$ cat src/design/iorb_defs.vh
/*
 File holds: register offsets, field positions, reset values and range select codes of the inertial output and offset bank.
 Assumes: included by bare name by every design file of the bank; definitions only.
*/
`ifndef IORB_DEFS_VH
`define IORB_DEFS_VH

// Byte addresses of the lower byte of each 16-bit register
`define IORB_ADDR_SUPPLY 7'h02
`define IORB_ADDR_ROTATION 7'h04
`define IORB_ADDR_ACCEL_X 7'h0A
`define IORB_ADDR_ACCEL_Y 7'h0C
`define IORB_ADDR_ACCEL_Z 7'h0E
`define IORB_ADDR_TEMP 7'h10
`define IORB_ADDR_PITCH 7'h12
`define IORB_ADDR_ROLL 7'h14
`define IORB_ADDR_AUX 7'h16
`define IORB_ADDR_ROT_OFF 7'h1A
`define IORB_ADDR_PITCH_OFF 7'h1C
`define IORB_ADDR_ROLL_OFF 7'h1E
`define IORB_ADDR_ACCX_OFF 7'h20
`define IORB_ADDR_ACCY_OFF 7'h22
`define IORB_ADDR_ACCZ_OFF 7'h24
`define IORB_ADDR_BURST 7'h3E

// Flag positions in every output word
`define IORB_NEW_BIT 15
`define IORB_ERR_BIT 14

// Data widths of the output and offset fields
`define IORB_W_ROT 14
`define IORB_W_ACC 14
`define IORB_W_ANG 13
`define IORB_W_12 12
`define IORB_W_ROT_OFF 13
`define IORB_W_ACC_OFF 12
`define IORB_W_ALIGN 10

// Range select codes
`define IORB_RANGE_300 3'h4
`define IORB_RANGE_150 3'h2
`define IORB_RANGE_75 3'h1

// Number of output words in the bank and in a burst; reset value of the offset registers
`define IORB_NUM_OUT 9
`define IORB_OFF_RESET 16'h0000

// Serial word length
`define IORB_WORD_BITS 16

`endif

$ cat src/design/iorb_word_mem.v
/*
 File holds: small register memory of the nine output words, one write port, one registered read port.
 Assumes: single clock, synchronous active-high reset; writer and reader on the same clock.
*/
`timescale 1ns/1ps
`include "iorb_defs.vh"

module iorb_word_mem #(
	parameter DEPTH = 9,
	parameter AW = 4,
	parameter DW = 14
) (
	input wire clk_sys_i,
	input wire srst_i,
	input wire wr_en_i,
	input wire [AW-1:0] wr_addr_i,
	input wire [DW-1:0] wr_data_i,
	input wire [AW-1:0] rd_addr_i,
	output reg [DW-1:0] rd_data_o
);
	reg [DW-1:0] mem_reg [0:DEPTH-1];
	integer i;

	// Storage clears on reset so a read before the first sample shows zero
	always @(posedge clk_sys_i) begin
		if (srst_i) begin
			for (i = 0; i < DEPTH; i = i + 1) begin
				mem_reg[i] <= {DW{1'b0}};
			end
			rd_data_o <= {DW{1'b0}};
		end else begin
			if (wr_en_i) begin
				mem_reg[wr_addr_i] <= wr_data_i;
			end
			rd_data_o <= mem_reg[rd_addr_i];
		end
	end
endmodule // iorb_word_mem

$ cat src/design/iorb_regs.v
/*
 File holds: output data and bias/alignment register bank with its serial slave and burst read.
 Assumes: samples come from the sample engine on clk_sys_i; serial pins are raw and sampled here;
 the alignment words are loaded by factory calibration through align_load_i.
*/
`timescale 1ns/1ps
`include "iorb_defs.vh"

// Functional notes
// [RULE_01] New-data flag set while word unread
// [RULE_02] Error flag mirrors any diagnostic status bit
// [RULE_03] Rotation word 14-bit two's complement
// [RULE_04] Rotation weight scales with selected range
// [RULE_05] Accelerometer words 14-bit two's complement
// [RULE_06] Pitch and roll are tilt angles
// [RULE_07] Angle words 13-bit two's complement
// [RULE_08] Supply word 12-bit offset binary
// [RULE_09] Temperature word 12-bit two's complement
// [RULE_10] Auxiliary converter word 12-bit offset binary
// [RULE_11] Bias offsets added to sensor outputs
// [RULE_12] Rotation offset uses low 13 bits
// [RULE_13] Accelerometer offsets use low 12 bits
// [RULE_14] Alignment registers hold 10-bit angle
// [RULE_15] Burst read shifts all outputs in order
// [RULE_16] Reading a word clears its flag
module iorb_regs (
	input wire clk_sys_i,
	input wire srst_i,
	input wire sample_valid_i,
	input wire [15:0] supply_raw_i,
	input wire [13:0] rotation_raw_i,
	input wire [13:0] accel_x_raw_i,
	input wire [13:0] accel_y_raw_i,
	input wire [13:0] accel_z_raw_i,
	input wire [15:0] temperature_raw_i,
	input wire [12:0] pitch_raw_i,
	input wire [12:0] roll_raw_i,
	input wire [15:0] aux_raw_i,
	input wire [2:0] range_sel_i,
	input wire [15:0] diagnostic_status_i,
	input wire align_load_i,
	input wire [15:0] pitch_align_i,
	input wire [15:0] roll_align_i,
	input wire spi_sclk_i,
	input wire spi_cs_n_i,
	input wire spi_mosi_i,
	output reg spi_miso_o,
	output reg [8:0] new_sample_flag_o,
	output reg error_alarm_flag_o
);
	// One-hot states of the serial slave
	localparam ST_IDLE = 3'b001;
	localparam ST_SHIFT = 3'b010;
	localparam ST_BURST = 3'b100;

	// Pin synchronisers, two flops each
	reg [1:0] sclk_sync_reg;
	reg [1:0] cs_sync_reg;
	reg [1:0] mosi_sync_reg;
	reg sclk_prev_reg;
	wire sclk_rise;
	wire sclk_fall;
	wire cs_n;

	// Bank state
	reg [2:0] state_reg;
	reg [15:0] shift_in_reg;
	reg [15:0] shift_out_reg;
	reg [4:0] bit_cnt_reg;
	reg [3:0] burst_idx_reg;
	reg [15:0] resp_reg;
	reg [8:0] unread_reg;
	reg [15:0] rot_off_reg;
	reg [15:0] accx_off_reg;
	reg [15:0] accy_off_reg;
	reg [15:0] accz_off_reg;
	reg [15:0] pitch_align_reg;
	reg [15:0] roll_align_reg;
	reg [3:0] wr_idx_reg;
	reg wr_busy_reg;
	reg [13:0] snap_reg [0:8];
	integer k;
	integer j;

	wire [3:0] mem_rd_addr;
	wire [13:0] mem_rd_data;
	wire [13:0] wr_data;
	wire err_any;
	wire [6:0] cmd_addr;
	wire cmd_write;

	// Edge detection reads only the second synchroniser stage
	assign sclk_rise = sclk_sync_reg[1] & ~sclk_prev_reg;
	assign sclk_fall = ~sclk_sync_reg[1] & sclk_prev_reg;
	assign cs_n = cs_sync_reg[1];
	assign err_any = |diagnostic_status_i; // [RULE_02]
	assign cmd_write = shift_in_reg[15];
	assign cmd_addr = shift_in_reg[14:8];

	// Map a byte address to an output word index, 4'hF when not an output word
	function [3:0] out_index;
		input [6:0] addr;
		begin
			case (addr)
				`IORB_ADDR_SUPPLY: out_index = 4'h0;
				`IORB_ADDR_ROTATION: out_index = 4'h1;
				`IORB_ADDR_ACCEL_X: out_index = 4'h2;
				`IORB_ADDR_ACCEL_Y: out_index = 4'h3;
				`IORB_ADDR_ACCEL_Z: out_index = 4'h4;
				`IORB_ADDR_TEMP: out_index = 4'h5;
				`IORB_ADDR_PITCH: out_index = 4'h6;
				`IORB_ADDR_ROLL: out_index = 4'h7;
				`IORB_ADDR_AUX: out_index = 4'h8;
				default: out_index = 4'hF;
			endcase
		end
	endfunction

	// Weight a rotation offset count to output counts; offset weight is a quarter of the 300 range step
	function [13:0] rot_scaled_off;
		input [15:0] off;
		input [2:0] rng;
		reg [14:0] ext;
		begin
			ext = {{2{off[12]}}, off[12:0]}; // [RULE_12]
			case (rng)
				`IORB_RANGE_150: rot_scaled_off = ext[14:1]; // [RULE_04]
				`IORB_RANGE_75: rot_scaled_off = ext[13:0]; // [RULE_04]
				default: rot_scaled_off = {ext[14], ext[14:2]}; // [RULE_04]
			endcase
		end
	endfunction

	// Build a full 16-bit output word from stored data and flags
	function [15:0] out_word;
		input [3:0] idx;
		input [13:0] data;
		input nd;
		input ea;
		reg [13:0] body;
		begin
			case (idx)
				4'h6, 4'h7: body = {1'b0, data[12:0]}; // [RULE_07]
				4'h0, 4'h5, 4'h8: body = {2'b00, data[11:0]}; // [RULE_08] [RULE_09] [RULE_10]
				default: body = data; // [RULE_03] [RULE_05]
			endcase
			out_word = {nd, ea, body}; // [RULE_01] [RULE_02]
		end
	endfunction

	// Offset-adjusted sample data for the word being written this cycle
	function [13:0] adjusted;
		input [3:0] idx;
		input [13:0] raw;
		input [13:0] rot_off;
		input [15:0] ax;
		input [15:0] ay;
		input [15:0] az;
		begin
			case (idx)
				4'h1: adjusted = raw + rot_off; // [RULE_11]
				4'h2: adjusted = raw + {{2{ax[11]}}, ax[11:0]}; // [RULE_11] [RULE_13]
				4'h3: adjusted = raw + {{2{ay[11]}}, ay[11:0]}; // [RULE_11] [RULE_13]
				4'h4: adjusted = raw + {{2{az[11]}}, az[11:0]}; // [RULE_11] [RULE_13]
				default: adjusted = raw;
			endcase
		end
	endfunction

	assign wr_data = adjusted(wr_idx_reg, snap_reg[wr_idx_reg], rot_scaled_off(rot_off_reg, range_sel_i),
		accx_off_reg, accy_off_reg, accz_off_reg);

	// Reads address the memory by burst position or by the command just received
	assign mem_rd_addr = (state_reg == ST_BURST) ? burst_idx_reg : out_index(shift_in_reg[14:8]);

	iorb_word_mem #(
		.DEPTH(`IORB_NUM_OUT),
		.AW(4),
		.DW(14)
	) u_mem (
		.clk_sys_i(clk_sys_i),
		.srst_i(srst_i),
		.wr_en_i(wr_busy_reg),
		.wr_addr_i(wr_idx_reg),
		.wr_data_i(wr_data),
		.rd_addr_i(mem_rd_addr),
		.rd_data_o(mem_rd_data)
	);

	// Pin synchronisers
	always @(posedge clk_sys_i) begin
		if (srst_i) begin
			sclk_sync_reg <= 2'h3;
			cs_sync_reg <= 2'h3;
			mosi_sync_reg <= 2'h0;
			sclk_prev_reg <= 1'b1;
		end else begin
			sclk_sync_reg <= {sclk_sync_reg[0], spi_sclk_i};
			cs_sync_reg <= {cs_sync_reg[0], spi_cs_n_i};
			mosi_sync_reg <= {mosi_sync_reg[0], spi_mosi_i};
			sclk_prev_reg <= sclk_sync_reg[1];
		end
	end

	// Sample capture: the set of nine words is snapshotted, then written one per cycle so offsets apply
	always @(posedge clk_sys_i) begin
		if (srst_i) begin
			wr_busy_reg <= 1'b0;
			wr_idx_reg <= 4'h0;
			for (j = 0; j < 9; j = j + 1) begin
				snap_reg[j] <= 14'h0000;
			end
		end else if (sample_valid_i) begin
			snap_reg[0] <= {2'b00, supply_raw_i[11:0]}; // [RULE_08]
			snap_reg[1] <= rotation_raw_i; // [RULE_03]
			snap_reg[2] <= accel_x_raw_i; // [RULE_05]
			snap_reg[3] <= accel_y_raw_i;
			snap_reg[4] <= accel_z_raw_i;
			snap_reg[5] <= {2'b00, temperature_raw_i[11:0]}; // [RULE_09]
			snap_reg[6] <= {1'b0, pitch_raw_i}; // [RULE_06] [RULE_07]
			snap_reg[7] <= {1'b0, roll_raw_i}; // [RULE_06]
			snap_reg[8] <= {2'b00, aux_raw_i[11:0]}; // [RULE_10]
			wr_busy_reg <= 1'b1;
			wr_idx_reg <= 4'h0;
		end else if (wr_busy_reg) begin
			if (wr_idx_reg == 4'h8) begin
				wr_busy_reg <= 1'b0;
			end
			wr_idx_reg <= wr_idx_reg + 4'h1;
		end
	end

	// Serial slave: mode 3, 16-bit frames, answer shifted out in the following frame
	always @(posedge clk_sys_i) begin
		if (srst_i) begin
			state_reg <= ST_IDLE;
			shift_in_reg <= 16'h0000;
			shift_out_reg <= 16'h0000;
			bit_cnt_reg <= 5'h00;
			burst_idx_reg <= 4'h0;
			resp_reg <= 16'h0000;
			rot_off_reg <= `IORB_OFF_RESET;
			accx_off_reg <= `IORB_OFF_RESET;
			accy_off_reg <= `IORB_OFF_RESET;
			accz_off_reg <= `IORB_OFF_RESET;
			pitch_align_reg <= 16'h0000;
			roll_align_reg <= 16'h0000;
			spi_miso_o <= 1'b0;
			unread_reg <= 9'h000;
			new_sample_flag_o <= 9'h000;
			error_alarm_flag_o <= 1'b0;
		end else begin
			// Alignment words come from calibration only; the host sees them read-only
			if (align_load_i) begin
				pitch_align_reg <= {6'h00, pitch_align_i[9:0]}; // [RULE_14]
				roll_align_reg <= {6'h00, roll_align_i[9:0]}; // [RULE_14]
			end
			// A new sample sets the flag of the word being written; set wins over a read clear
			for (k = 0; k < 9; k = k + 1) begin
				if (wr_busy_reg && wr_idx_reg == k[3:0]) begin
					unread_reg[k] <= 1'b1; // [RULE_01]
				end else if (state_reg == ST_SHIFT && bit_cnt_reg == 5'h11 && out_index(cmd_addr) == k[3:0]
					&& !cmd_write) begin
					unread_reg[k] <= 1'b0; // [RULE_16]
				end else if (state_reg == ST_BURST && bit_cnt_reg == 5'h11 && burst_idx_reg == k[3:0]) begin
					unread_reg[k] <= 1'b0; // [RULE_16]
				end
			end
			new_sample_flag_o <= unread_reg;
			error_alarm_flag_o <= err_any;
			if (cs_n) begin
				bit_cnt_reg <= 5'h00;
				// A cut burst ends here as well, so the next frame starts clean
				if (state_reg != ST_IDLE) begin
					state_reg <= ST_IDLE;
				end
			end else begin
				case (state_reg)
					ST_IDLE: begin
						state_reg <= ST_SHIFT;
						shift_out_reg <= resp_reg;
						spi_miso_o <= resp_reg[15];
						bit_cnt_reg <= 5'h00;
					end
					ST_SHIFT: begin
						if (sclk_rise) begin
							shift_in_reg <= {shift_in_reg[14:0], mosi_sync_reg[1]};
							bit_cnt_reg <= bit_cnt_reg + 5'h01;
						end
						if (sclk_fall && bit_cnt_reg != 5'h10) begin
							shift_out_reg <= {shift_out_reg[14:0], 1'b0};
							spi_miso_o <= shift_out_reg[15];
						end
						// Count 16 reached: step to 17, decode once there, then park at 18, or go to 19 for a burst command
						if (bit_cnt_reg == 5'h10) begin
							bit_cnt_reg <= 5'h11;
						end
						if (bit_cnt_reg == 5'h11) begin
							bit_cnt_reg <= 5'h12;
							if (cmd_write) begin
								case (cmd_addr)
									`IORB_ADDR_ROT_OFF: rot_off_reg[7:0] <= shift_in_reg[7:0];
									`IORB_ADDR_ROT_OFF + 7'h01: rot_off_reg[15:8] <= {3'b000, shift_in_reg[4:0]};
									`IORB_ADDR_ACCX_OFF: accx_off_reg[7:0] <= shift_in_reg[7:0];
									`IORB_ADDR_ACCX_OFF + 7'h01: accx_off_reg[15:8] <= {4'h0, shift_in_reg[3:0]};
									`IORB_ADDR_ACCY_OFF: accy_off_reg[7:0] <= shift_in_reg[7:0];
									`IORB_ADDR_ACCY_OFF + 7'h01: accy_off_reg[15:8] <= {4'h0, shift_in_reg[3:0]};
									`IORB_ADDR_ACCZ_OFF: accz_off_reg[7:0] <= shift_in_reg[7:0];
									`IORB_ADDR_ACCZ_OFF + 7'h01: accz_off_reg[15:8] <= {4'h0, shift_in_reg[3:0]};
									default: resp_reg <= resp_reg;
								endcase
								resp_reg <= 16'h0000;
							end else if (cmd_addr == `IORB_ADDR_BURST) begin
								state_reg <= ST_BURST; // [RULE_15]
								burst_idx_reg <= 4'h0;
								bit_cnt_reg <= 5'h13;
							end else if (out_index(cmd_addr) != 4'hF) begin
								resp_reg <= out_word(out_index(cmd_addr), mem_rd_data,
									unread_reg[out_index(cmd_addr)], err_any);
							end else begin
								case (cmd_addr)
									`IORB_ADDR_ROT_OFF: resp_reg <= rot_off_reg;
									`IORB_ADDR_PITCH_OFF: resp_reg <= pitch_align_reg;
									`IORB_ADDR_ROLL_OFF: resp_reg <= roll_align_reg;
									`IORB_ADDR_ACCX_OFF: resp_reg <= accx_off_reg;
									`IORB_ADDR_ACCY_OFF: resp_reg <= accy_off_reg;
									`IORB_ADDR_ACCZ_OFF: resp_reg <= accz_off_reg;
									default: resp_reg <= 16'h0000;
								endcase
							end
						end
					end
					ST_BURST: begin
						// Word load: memory read data is ready one cycle after the index settles
						if (bit_cnt_reg == 5'h13) begin
							bit_cnt_reg <= 5'h14;
						end else if (bit_cnt_reg == 5'h14) begin
							shift_out_reg <= out_word(burst_idx_reg, mem_rd_data, unread_reg[burst_idx_reg], err_any);
							bit_cnt_reg <= 5'h00;
						end else begin
							if (sclk_fall) begin
								spi_miso_o <= shift_out_reg[15];
								shift_out_reg <= {shift_out_reg[14:0], 1'b0};
							end
							if (sclk_rise) begin
								bit_cnt_reg <= bit_cnt_reg + 5'h01;
							end
							if (bit_cnt_reg == 5'h10) begin
								bit_cnt_reg <= 5'h11;
							end
							// Word done: clear its flag, advance in address order
							if (bit_cnt_reg == 5'h11) begin
								if (burst_idx_reg == 4'h8) begin
									state_reg <= ST_IDLE; // [RULE_15]
									resp_reg <= 16'h0000;
									bit_cnt_reg <= 5'h12;
								end else begin
									burst_idx_reg <= burst_idx_reg + 4'h1;
									bit_cnt_reg <= 5'h13;
								end
							end
						end
					end
					default: state_reg <= ST_IDLE;
				endcase
			end
		end
	end
endmodule // iorb_regs

$ cat config.mk
export PLATFORM = sky130hd
export DESIGN_NAME = iorb_regs
export DESIGN_NICKNAME = d
export VERILOG_FILES = /design/src/design/iorb_word_mem.v /design/src/design/iorb_regs.v
export VERILOG_INCLUDE_DIRS = /design/src /design/src/design
export SDC_FILE = /design/constraint.sdc
export NUM_CORES = 1
export LEC_CHECK = 0
export BUFFER_PORTS_ARGS = -buffer_cell sky130_fd_sc_hd__clkbuf_2
export CORE_UTILIZATION = 40
export CTS_CLUSTER_DIAMETER = 80
export DETAILED_ROUTE_END_ITERATION = 7
export GPL_ROUTABILITY_DRIVEN = 0
export HOLD_SLACK_MARGIN = 0.12
export SLEW_MARGIN = 20
export SYNTH_ARGS = -nofsm -noshare
export SYNTH_HDL_FRONTEND = slang
export SYNTH_SLANG_ARGS = --single-unit
$ cat constraint.sdc
create_clock -name clk_sys_i -period 7.8 [get_ports clk_sys_i]
set_input_delay 0.39 -clock clk_sys_i [delete_from_list [all_inputs] [get_ports clk_sys_i]]
set_output_delay 0.39 -clock clk_sys_i [all_outputs]
set_load 0.01 [all_outputs]
==> results.sh <==
export IMPL_status="finished with violations"
export IMPL_violations="design-rule violations"
export IMPL_fin_util=0.486
export IMPL_path_max_fanout=26
export IMPL_cts_tree="yes"
export IMPL_grt_usage=0.211
export IMPL_dieArea_um2=61200
export IMPL_cp_start_kind="flip-flop"
export IMPL_clock_latency_ns=0.63
export IMPL_dr_wl_met2_mm=30.9
export IMPL_grt_overflow_total=0
export IMPL_worstHoldPathType="primary input to flip-flop"
export IMPL_hold_viol_final=0
export IMPL_worstPathArrival_ns=5.26
export IMPL_crit_chain="buf_4 > mux4_2 > mux2_2 > mux2i_1 > inv_1 > ha_1 > nand4_1 > or3b_1 > a2111oi_0 > a41oi_1 > a211oi_4 > inv_1"
export IMPL_clockBufferDepth=3
export IMPL_wl_met3_mm=3.70
export IMPL_area_growth_pct=19.5
export IMPL_tightest_slew_ns=1.08
export IMPL_vias=17345
export IMPL_die_w_um=247
export IMPL_cp_end_kind="flip-flop"
export IMPL_vias_per_cell=5.55
export IMPL_critPathRequiredTime_ns=8.12
export IMPL_clk_pin_slew_ns=0.06
export IMPL_yosysWarnings=0
export IMPL_cellLeakagePower_uw=0.0107
export IMPL_fin_crit_ns=4.94
export IMPL_met1_length_mm=27.9
export IMPL_grt_pass1_wl_mm=99.2
export IMPL_synth_cells=2045
export IMPL_max_freq_ghz=0.202
export IMPL_peakVddDrop_mv=0.160
export IMPL_wl_per_cell_um=20.6
export IMPL_syn_area_per_cell_um2=11.8
export IMPL_relSlewSlack=0.277
export IMPL_route_detailed_drc=5
export IMPL_ant_nets=0
export IMPL_syn_area_um2=24100
export IMPL_synth_seq_area_share=0.578
export IMPL_cp_slowest_cell="a211oi_4"
export IMPL_instances_no_fill=3124
export IMPL_finalSetupViolCount=0
export IMPL_cts_root_buffer="clkbuf_16"
export IMPL_power_density_nw_per_um2=222
export IMPL_drt_pass1_iter_count=8
export IMPL_top_layer_used="met4"
export IMPL_rows=89
export IMPL_fill_cells=5261
export IMPL_cts_max_level=2
export IMPL_largest_register_ffs=224
export IMPL_wl_mm=64.2
export IMPL_tns_ns=0
export IMPL_slew_viol_final=0
export IMPL_hpwlAfterDp_mm=41.4
export IMPL_grt_pass1_vias=17270
export IMPL_synth_seq_cells=525
export IMPL_synth_async_reset_ratio=0
export IMPL_numCtsBuffers=56
export IMPL_path_class="flip-flop to flip-flop"
export IMPL_ys_types=78
export IMPL_rsz0062_at_grt="no"
export IMPL_critPathMostFrequentCell="inv_1"
export IMPL_drt_initial_drc_count=1698
export IMPL_fp_dieH_um=247
export IMPL_drive_above_1_share=0.180
export IMPL_portBuffers=174
export IMPL_synth_edf_count=342
export IMPL_ys_flop_type="edfxtp_1"
export IMPL_nets=2519
export IMPL_cts_sinks=525
export IMPL_antenna_found_initial=0
export IMPL_core_area_um2=59200
export IMPL_insertedDiodeCount=0
export IMPL_postCtsSetupBuffers=0
export IMPL_start_util=0.407
export IMPL_cap_violations=0
export IMPL_period_share=0.633
export IMPL_holdCritStartpoint="diagnostic_status_i[8]"
export IMPL_io_pins=199
export IMPL_finalClockSkew_ns=0.0276
export IMPL_max_stage_delay_ns=0.57
export IMPL_dp_cells=2880
export IMPL_synthesis_nets=2258
export IMPL_grt_max_degree=120
==> cell usage in the layout (no fill, tap or decap), drive strengths merged, types with 61 or more instances in the layout <==
cell type,count
clkbuf,247
dlygate4sd3,141
a22oi,61
mux4,71
edfxtp,342
nor2,241
o21ai,76
mux2i,88
and2,136
a21oi,78
nand2,177
dfxtp,183
==> stage by stage <==
step                      setup slack, ns  hold WS (ns)  area (µm²)  power (µW)
final                                2.86         0.211       28800        6390
after global routing                 2.46         0.239       28800        6610
after CTS                            2.78         0.191       28800        6440
after detailed placement             2.81         0.393       25600        3800
after global placement               2.84         0.402       25600        3780
after floorplan                      2.87         0.389       24100        3600
==> final timing paths <==
check        cells after the start                         endpoint  slack (ns)
max reg2reg                     12  u_mem.mem_reg[11][13]$_DFFE_PP_        2.86
min reg2reg                      1      sclk_sync_reg[1]$_SDFF_PP1_        0.41
min                              4    error_alarm_flag_o$_SDFF_PP0_        0.21
max                             12  u_mem.mem_reg[11][13]$_DFFE_PP_        2.86
==> cells in the mapped netlist (5+ instances only) <==
master    count  area (µm²)
nand4_1      10        62.6
mux4_2       71        1600
or3_1         9        56.3
o22ai_1      23         144
a31o_2        5        43.8
nor3b_1       6        45.0
nor3_1       17        85.1
dfxtp_1     183        3660
and3_1       13        81.3
a221oi_1      5        43.8
inv_1        33         124
xnor2_1       9        78.8
and2_1      136         851
a222oi_1     13         130
o221ai_1     10        87.6
ha_1         24         300
mux2i_1      88         881
buf_4         7        52.6
nor4_1       12        75.1
nand2b_1      7        43.8
nor2b_1      20         125
nand2_1     177         664
a211oi_1     17         128
a21o_1       19         143
buf_2        31         155
nor2_1      239         897
a22oi_1      61         458
mux2_2       37         417
or2_2         9        56.3
edfxtp_1    342       10300
o211ai_1     12        90.1
clkbuf_1     95         357
o21ai_0      73         365
a21oi_1      77         385
a31oi_1       8        50.1
o21a_1        7        52.6
nand3_1      56         280
==> power breakdown <==
part	total [µW]	internal [µW]	switching, µW
combinational	661	283	378
clock	2590	1480	1110
sequential	3140	3090	49.1
==> final cells by class <==
type / count / area [µm²] / share of cell area
sequential: 525 / 13900 / 0.484
multi-input combinational: 1346 / 9490 / 0.330
timing repair buffer: 343 / 2490 / 0.0867
clock buffer: 74 / 1530 / 0.0531
tap: 773 / 967 / 0.0336
clock inverter: 29 / 248 / 0.00860
inverter: 34 / 128 / 0.00443
==> timing repair <==
action,in CTS,in global routing
endpoints found under the hold margin,141,0
gates resized for setup,0,0
hold buffers,141,0
==> critical path: cells and delay by family (launching register included) <==
| family | cells | cell delay, ns |
|---|---|---|
| AOI/OAI and AO/OA | 3 | 1.15 |
| adders and majority gates | 1 | 0.45 |
| buffers and inverters | 3 | 0.79 |
| DFF | 1 | 0.46 |
| muxes | 3 | 1.14 |
| and+or+nand+nor | 2 | 0.61 |
==> logic make-up (layout without fill, tap and decap cells) <==
logic type | Yosys count | count (layout) | synth area share
AOI/OAI and AO/OA | 364 | 364 | 0.101
adders and majority gates | 25 | 25 | 0.0133
buffers and inverters | 174 | 480 | 0.0307
xor gates and xnor gates | 13 | 13 | 0.00472
and+or+nand+nor | 748 | 748 | 0.152
muxes | 196 | 196 | 0.120
DFF | 525 | 525 | 0.578
==> routing by layer <==
layer | vias up | GRT usage
li1 | 8091 | -
met1 | 8554 | 0.282
met2 | 594 | 0.350
met3 | 106 | 0.0300
met4 | 0 | 0.0693
met5 | - | 0
(Power assumes the default switching activity.)
